File: src/rst_seq_consts.vh
// constants for the reset sequencer and configuration decode
// assumes a 100 MHz system clock and a 14-bit configuration word
`ifndef RST_SEQ_CONSTS_VH
`define RST_SEQ_CONSTS_VH
// configuration word field positions
`define CFG_OSC_LSB 0
`define CFG_OSC_MSB 2
`define CFG_WDT_BIT 3
`define CFG_DELAY_DIS_BIT 4
`define CFG_EXTRST_BIT 5
`define CFG_CODEPROT_BIT 6
`define CFG_DATAPROT_BIT 7
`define CFG_BOR_LSB 8
`define CFG_BOR_MSB 9
// brown-out mode codes
`define BOR_MODE_ALWAYS 2'b11
`define BOR_MODE_RUN 2'b10
`define BOR_MODE_SOFT 2'b01
// oscillator select codes
`define OSC_RC_CLKOUT 3'b111
`define OSC_RC_IO 3'b110
`define OSC_INT_CLKOUT 3'b101
`define OSC_INT_IO 3'b100
`define OSC_EXT_CLK 3'b011
`define OSC_FAST_XTAL 3'b010
`define OSC_XTAL_RES 3'b001
// one-hot oscillator mode outputs
`define OSC_ONEHOT_W 8
// timing: clock period in ns, times in their own units
`define CLK_PERIOD_NS 10
`define POR_REARM_US 100
`define POR_REARM_CYC ((`POR_REARM_US * 1000 + `CLK_PERIOD_NS - 1) / `CLK_PERIOD_NS)
`define PUP_DELAY_MS 64
`define PUP_DELAY_CYC ((`PUP_DELAY_MS * 1000000) / `CLK_PERIOD_NS)
`define EXT_FILT_NS 200
`define EXT_FILT_CYC ((`EXT_FILT_NS + `CLK_PERIOD_NS - 1) / `CLK_PERIOD_NS)
// cause flag reset value
`define CAUSE_RESET 6'h00
`endif

File: src/rst_glitch_filter.v
// glitch filter for the external reset input
// assumes the input is already synchronised to clk_sys
`timescale 1ns/1ps
module rst_glitch_filter #(
   parameter CYCLES = 20
) (
   // clock and reset
   input wire clk_sys,
   input wire reset_n,
   // filtered signal
   input wire level_in,
   output reg level_out
);
   reg [15:0] cnt_q;

   // output follows input only after it held steady for CYCLES clocks
   always @(posedge clk_sys) begin
      if (!reset_n) begin
         cnt_q <= 16'h0000;
         level_out <= 1'b1;
      end else if (level_in == level_out) begin
         cnt_q <= 16'h0000;
      end else if (cnt_q >= CYCLES[15:0] - 16'h0001) begin
         cnt_q <= 16'h0000;
         level_out <= level_in;
      end else begin
         cnt_q <= cnt_q + 16'h0001;
      end
   end
endmodule

File: src/reset_source_and_config_decode.v
// reset source combination and configuration word decode
// assumes clk_sys is free running; supply monitor levels and pin are asynchronous
`timescale 1ns/1ps
`include "rst_seq_consts.vh"

// Operation
// - brown-out mode field selects detection enable
// - data protect bit: 1 off, 0 on
// - pin is reset when enabled, else input
// - powerup delay bit active low
// - watchdog always on or soft enabled
// - three-bit field chooses clock source
// - six distinct reset causes are told apart
// - immune registers cleared only by power-on
// - ordinary reset skipped on watchdog wake-up
// - external reset input is glitch filtered
// - hold reset until supply is sufficient
// - hold reset until above brown-out threshold
// - power-on rearms after 100 us at ground
// - powerup timer adds 64 ms after power-on/brown-out
// - power-on flag cleared by power-on only
module reset_source_and_config_decode #(
   parameter DELAY_CYCLES = `PUP_DELAY_CYC,
   parameter REARM_CYCLES = `POR_REARM_CYC,
   parameter FILT_CYCLES = `EXT_FILT_CYC
) (
   // clock and reset
   input wire clk_sys,
   input wire reset_n,
   // configuration word
   input wire [13:0] config_word,
   // software control bits
   input wire soft_brownout_enable,
   input wire soft_watchdog_enable,
   input wire power_flag_set,
   // supply monitors and pins, asynchronous
   input wire supply_ok,
   input wire supply_at_ground,
   input wire below_brownout_threshold,
   input wire external_reset_pin_n,
   // events from core logic
   input wire watchdog_timeout,
   input wire sleeping,
   // decoded configuration
   output reg brownout_enable,
   output reg data_protect_on,
   output reg code_protect_on,
   output reg ext_reset_pin_enable,
   output reg pin_digital_input,
   output reg powerup_delay_on,
   output reg watchdog_run,
   output reg [7:0] osc_mode,
   // reset outputs
   output wire sys_reset_n,
   output reg immune_reset_n,
   output reg ordinary_reset_n,
   output reg watchdog_wake,
   // cause flags
   output reg [5:0] reset_cause,
   output reg power_on_flag,
   output reg timeout_flag,
   output reg powerdown_flag
);
   localparam ST_RUN = 3'b001;
   localparam ST_HOLD = 3'b010;
   localparam ST_DELAY = 3'b100;

   // cause bit indices
   localparam C_POR = 0;
   localparam C_WDT_RUN = 1;
   localparam C_WDT_SLP = 2;
   localparam C_EXT_RUN = 3;
   localparam C_EXT_SLP = 4;
   localparam C_BOR = 5;

   reg [2:0] state_q;
   reg [3:0] meta_q;
   reg [3:0] sync_q;
   reg [31:0] delay_cnt_q;
   reg [31:0] gnd_cnt_q;
   reg por_armed_q;
   reg por_hold_q;
   reg rel_meta_q;
   reg rel_q;
   reg [5:0] cause_d;
   reg hold_req;
   wire pin_filt;
   wire ext_req;
   wire bor_req;
   wire src_active;
   wire [1:0] bor_mode;
   wire [2:0] osc_code;

   assign bor_mode = config_word[`CFG_BOR_MSB:`CFG_BOR_LSB];
   assign osc_code = config_word[`CFG_OSC_MSB:`CFG_OSC_LSB];

   // one-hot oscillator decode, used only by the osc_mode output
   function [7:0] osc_decode;
      input [2:0] code;
      begin
         osc_decode = 8'h01 << code;
      end
   endfunction

   // configuration decode, purely combinational from the word, sleeping and the software control bits
   always @* begin
      case (bor_mode)
         `BOR_MODE_ALWAYS: brownout_enable = 1'b1;
         `BOR_MODE_RUN: brownout_enable = !sleeping;
         `BOR_MODE_SOFT: brownout_enable = soft_brownout_enable;
         default: brownout_enable = 1'b0;
      endcase
      data_protect_on = !config_word[`CFG_DATAPROT_BIT];
      code_protect_on = !config_word[`CFG_CODEPROT_BIT];
      ext_reset_pin_enable = config_word[`CFG_EXTRST_BIT];
      pin_digital_input = !config_word[`CFG_EXTRST_BIT];
      powerup_delay_on = !config_word[`CFG_DELAY_DIS_BIT];
      watchdog_run = config_word[`CFG_WDT_BIT] | soft_watchdog_enable;
      osc_mode = osc_decode(osc_code);
   end

   // two-flop synchronisers: supply_ok, ground, brown-out, pin
   always @(posedge clk_sys) begin
      if (!reset_n) begin
         meta_q <= 4'h0;
         sync_q <= 4'h0;
      end else begin
         meta_q <= {!external_reset_pin_n, below_brownout_threshold,
                    supply_at_ground, supply_ok};
         sync_q <= meta_q;
      end
   end

   // pin level is filtered so short pulses are ignored
   rst_glitch_filter #(
      .CYCLES(FILT_CYCLES)
   ) u_filt (
      .clk_sys(clk_sys),
      .reset_n(reset_n),
      .level_in(!sync_q[3]),
      .level_out(pin_filt)
   );

   // internal reset line tied inactive when the pin is a digital input
   assign ext_req = ext_reset_pin_enable & !pin_filt;
   assign bor_req = brownout_enable & sync_q[2];

   // power-on detector: fires once, rearms only after long ground time
   always @(posedge clk_sys) begin
      if (!reset_n) begin
         gnd_cnt_q <= 32'h0000_0000;
         por_armed_q <= 1'b1;
         por_hold_q <= 1'b1;
      end else begin
         if (sync_q[1]) begin
            if (gnd_cnt_q >= REARM_CYCLES - 1) begin
               por_armed_q <= 1'b1;
               por_hold_q <= 1'b1;
            end else begin
               gnd_cnt_q <= gnd_cnt_q + 32'h0000_0001;
            end
         end else begin
            gnd_cnt_q <= 32'h0000_0000;
         end
         // a falling supply re-asserts only through the ground-time rearm: hold only while armed
         if (por_armed_q && sync_q[0] && !sync_q[1]) begin
            por_hold_q <= 1'b0;
            por_armed_q <= 1'b0;
         end
      end
   end

   assign src_active = por_hold_q | bor_req | ext_req | watchdog_timeout;

   // cause classification of whatever source is active now
   always @* begin
      cause_d = `CAUSE_RESET;
      cause_d[C_POR] = por_hold_q;
      cause_d[C_BOR] = bor_req & !por_hold_q;
      cause_d[C_WDT_RUN] = watchdog_timeout & !sleeping;
      cause_d[C_WDT_SLP] = watchdog_timeout & sleeping;
      cause_d[C_EXT_RUN] = ext_req & !sleeping;
      cause_d[C_EXT_SLP] = ext_req & sleeping;
      hold_req = por_hold_q | bor_req | ext_req;
   end

   // sequencer: hold while power-on, brown-out or pin sources are active (not the watchdog), then optional powerup delay
   always @(posedge clk_sys) begin
      if (!reset_n) begin
         state_q <= ST_HOLD;
         delay_cnt_q <= 32'h0000_0000;
      end else begin
         case (state_q)
            ST_RUN: begin
               if (hold_req) begin
                  state_q <= ST_HOLD;
               end
            end
            ST_HOLD: begin
               delay_cnt_q <= 32'h0000_0000;
               if (!hold_req) begin
                  state_q <= (powerup_delay_on && (reset_cause[C_POR] | reset_cause[C_BOR]))
                             ? ST_DELAY : ST_RUN;
               end
            end
            ST_DELAY: begin
               // a brown-out during the delay restarts it
               if (hold_req) begin
                  state_q <= ST_HOLD;
               end else if (delay_cnt_q >= DELAY_CYCLES - 1) begin
                  state_q <= ST_RUN;
               end else begin
                  delay_cnt_q <= delay_cnt_q + 32'h0000_0001;
               end
            end
            default: state_q <= ST_HOLD;
         endcase
      end
   end

   // release is synchronous through two flops; assert is immediate
   always @(posedge clk_sys) begin
      if (!reset_n) begin
         rel_meta_q <= 1'b0;
         rel_q <= 1'b0;
      end else if (src_active || state_q != ST_RUN) begin
         rel_meta_q <= 1'b0;
         rel_q <= 1'b0;
      end else begin
         rel_meta_q <= 1'b1;
         rel_q <= rel_meta_q;
      end
   end
   // combinational assert path so any source drops reset at once
   assign sys_reset_n = rel_q & !src_active & reset_n;

   // register-init strobes: immune only on power-on, ordinary except wake
   always @(posedge clk_sys) begin
      if (!reset_n) begin
         immune_reset_n <= 1'b0;
         ordinary_reset_n <= 1'b0;
         watchdog_wake <= 1'b0;
      end else begin
         immune_reset_n <= !por_hold_q;
         ordinary_reset_n <= !(hold_req | (watchdog_timeout & !sleeping)
                               | (state_q != ST_RUN));
         watchdog_wake <= watchdog_timeout & sleeping;
      end
   end

   // cause flags; software set of power-on flag loses to a new power-on
   always @(posedge clk_sys) begin
      if (!reset_n) begin
         reset_cause <= `CAUSE_RESET;
         power_on_flag <= 1'b0;
         timeout_flag <= 1'b1;
         powerdown_flag <= 1'b1;
      end else begin
         if (src_active) begin
            reset_cause <= cause_d;
         end
         if (por_hold_q) begin
            power_on_flag <= 1'b0;
            timeout_flag <= 1'b1;
            powerdown_flag <= 1'b1;
         end else begin
            if (power_flag_set) begin
               power_on_flag <= 1'b1;
            end
            if (watchdog_timeout) begin
               timeout_flag <= 1'b0;
               powerdown_flag <= !sleeping;
            end else if (ext_req && sleeping) begin
               timeout_flag <= 1'b1;
               powerdown_flag <= 1'b0;
            end else if (bor_req) begin
               timeout_flag <= 1'b1;
               powerdown_flag <= 1'b1;
            end
         end
      end
   end
endmodule

File: config.mk
export PLATFORM = sky130hd
export DESIGN_NAME = reset_source_and_config_decode
export DESIGN_NICKNAME = d
export VERILOG_FILES = /design/src/rst_glitch_filter.v /design/src/reset_source_and_config_decode.v
export VERILOG_INCLUDE_DIRS = /design/src
export SDC_FILE = /design/constraint.sdc
export NUM_CORES = 1
export LEC_CHECK = 0
export ABC_AREA = 1
export BUFFER_PORTS_ARGS = -buffer_cell sky130_fd_sc_hd__buf_4
export CORE_MARGIN = 1
export CORE_UTILIZATION = 49
export CTS_CLUSTER_SIZE = 8
export DETAILED_ROUTE_END_ITERATION = 8
export PLACE_DENSITY = 0.72
export RECOVER_POWER = 50
export SYNTH_ARGS = -nofsm -noshare
export SYNTH_HDL_FRONTEND = slang
export SYNTH_SLANG_ARGS = --single-unit
File: constraint.sdc
create_clock -name clk_sys -period 2.3 [get_ports clk_sys]
set_clock_uncertainty 0.2 [all_clocks]
set_input_delay 0 -clock clk_sys [delete_from_list [all_inputs] [get_ports clk_sys]]
set_output_delay 0 -clock clk_sys [all_outputs]
set_load 0.01 [all_outputs]
==> results by group <==
Outcome
  • Status: finished, final reports clean

Route
  • First drt pass iteration count: 5
  • Vias per inst: 4.884
  • First-iteration detailed-routing DRC count: 188
  • WL final: 10420 um
  • Vias: 4337
  • Post-route ant nets: 0
  • # DRC: 0
  • Routed length per instance: 11.73 um

Synthesis
  • Top-count cell post-synth: nand2_1
  • Cell count after synthesis: 676
  • Sequential element share of the synthesized area: 0.4371
  • Syn_area_per_cell: 7.250 sq um
  • Largest area contributor in the netlist: dfxtp_1
  • Ys flop type: dfxtp_1
  • Yosys Warn Count: 0
  • Post-Syn Area: 4901 sq um
  • Synth cell count leaders: nand2_1 (151), nor2_1 (122), dfxtp_1 (107)
  • Number of synthesized flops with an enable pin: 0
  • Register bit total from synthesis: 107
  • Post-synth top area share: 0.4371
  • Synth area leaders: dfxtp_1 (44%), nand2_1 (12%), nor2_1 (9.3%), inv_1 (6.0%), nand3_1 (4.8%)
  • Distinct cells, synth: 36
  • Post-synth ARST share: 0

Power
  • Leakage power: 0.002066 uW
  • Worst VDD drop: 0.4818 mV
  • Power per Cell Area: 647.9 nW/um^2

Hold path
  • Worst Hold Class: in2out
  • Hold Startpoint: config_word[6]

Layout
  • Fill cells: 941
  • Multi-input logic area: 2374 sq um
  • Antenna Cells: 0
  • Area grow syn2layout: 15.62%
  • Share of layout cells above drive strength 1: 0.1245
  • FF/Latch Area: 2143 sq um
  • Layout net count: 778

Placement
  • Count of input and output buffers: 48
  • Dpl hpwl: 7134 um
  • Place WS: 0.1313 ns
  • RD Place Congestion: 0.9153

Clock tree
  • Post-CTS Setup Bufs: 0
  • Clock Latency Late Sink: 0.37 ns
  • CTS tree: yes
  • Clock slew at reported path FFs: 0.10 ns
  • Total clock sinks: 107
  • H-Tree Depth: 3
  • Clk root buf: clkbuf_8
  • Clock buffer depth: 2
  • Num CTS Buffers: 9

Timing
  • RSZ-0062 raised after global routing: false
  • Max-slew violations: 0
  • Final Cycle Share: 0.9240
  • Max-slew headroom: 0.5076
  • Final setup vio count: 0
  • Worst slew pin tran: 0.7386 ns
  • Peak Freq: 470.6 MHz
  • Setup slack after layout: 0.1749 ns
  • Post-layout min period: 2.125 ns
  • TNS Setup: 0 ns
  • Final Hold Viols: 0

Global routing
  • Overflow after GRT: 0
  • Met2 usage: 0.3604
  • GRT Overall Usage: 0.2095
  • Number of antenna violations at the first check in global routing: 0
  • Maximum number of pins on one net before global-route repair: 30
  • Met3 Use GR: 0.04378
  • Met1 Use GR: 0.2562
  • First-pass GRT wire length: 17170 um
  • Busiest layer in global routing: met2
  • Vias in the first global route: 3939

Critical path
  • Critical Path Start Type: input pin
  • Crit path DAT: 2.22 ns
  • Crit-path max FO: 29
  • Worst Setup Path Type: in2reg
  • Reg-to-reg critical path startpoint: delay_cnt_q[1]$_SDFFE_PN0P_
  • Crit end category: flip-flop
  • Req. time, crit path: 2.40 ns
  • CP Launch Point: reset_n

Die
  • Total Die Area: 10410 sq um
  • CORE AREA: 9729 sq um
  • Initial Util: 0.5037
  • I/O pin count: 53
  • Die height: 102.0 um
  • Row count: 36
  • Die Span X: 102.0 um

Job
  • Max cap viols: 0
## layout by cell type (no fill, tap or decap), types with 6 or more instances in the layout
cell type and count:
dfxtp_1 106, nand3_2 13, buf_4 24, a21oi_1 39
nand2_1 151, dlygate4sd3_1 16, o21ai_0 7, xor2_1 20
nand2_2 10, clkbuf_8 11, a21oi_2 6, nor3_1 18
conb_1 11, inv_1 78, clkbuf_1 28, nand3_1 47
nor2_1 121, nor3_2 6
## stage by stage
step                      hold slack [ns]  total power (uW)  cells  area (sq um)  utilization
after floorplan                   -0.1565              2350    686          4938            -
after global placement           -0.03671              2450    855          5381       0.5531
after detailed placement         -0.04032              2464    855          5381       0.5531
after CTS                         0.02054              3710    887          5759       0.5920
after global routing              0.03235              3838    888          5667       0.5824
final                             0.01310              3672    888          5667       0.5824
## cells by family after synthesis
kind of cell    after synthesis  share of synthesized area
compound gates               54                    0.06102
xor+xnor                     24                    0.04289
fa+ha+maj                     3                   0.007660
buf+inv                     101                    0.08910
flops                       107                     0.4371
other cells                   1                  0.0007652
simple gates                386                     0.3615
## state kept, by name (all words and copies together), names as in the netlist
name	flops
rel_meta_q	1
u_filt.level_out	1
watchdog_wake	1
por_hold_q	1
meta_q	4
gnd_cnt_q	32
rel_q	1
powerdown_flag	1
delay_cnt_q	32
reset_cause	6
state_q	3
timeout_flag	1
u_filt.cnt_q	16
power_on_flag	1
ordinary_reset_n	1
sync_q	4
immune_reset_n	1
## where the power goes
part	leakage, uW	switching [uW]	total, uW	internal, uW
Clock	0.000108	653	1230	577
Sequential	0.000870	23.1	1920	1900
Combinational	0.00109	384	523	138
## area by class of cell
cell class,instances,share of cell area
Timing Repair Buffer,69,0.07949
Tap cell,133,0.02937
Multi-Input combinational cell,479,0.4189
Sequential cell,107,0.3782
Inverter,84,0.05564
Clock buffer,11,0.02672
Clock inverter,5,0.01170
## timing repair
| item | CTS | global route |
|---|---|---|
| hold buffers | 16 | 0 |
| endpoints found under the setup margin | 0 | 11 |
| endpoints found under the hold margin | 25 | 0 |
| gates resized for setup | 0 | 2 |
## metal layers
metal,part of all wire,wire length [um]
met1,0.46,4813
met2,0.48,5035
met3,0.040,419
met4,0.014,149
met5,0,0
## path summary, 6_finish.rpt
| check | slack (ns) | to | cells after the start |
|---|---|---|---|
| hold / removal | 0.01 | code_protect_on | 3 |
| hold reg to reg | 0.22 | sync_q[3]$_SDFF_PN0_ | 2 |
| setup reg to reg | 0.19 | delay_cnt_q[24]$_SDFFE_PN0P_ | 13 |
| setup / recovery | 0.17 | reset_cause[5]$_SDFFE_PN0P_ | 6 |
## worst max-delay path, stage by stage
cell,delay [ns]
dlygate4sd3_1,0.53
clkbuf_1,0.57
inv_2,0.42
nor2_1,0.44
inv_1,0.10
o21ai_0,0.16
Power figures use the tool's default switching activity.
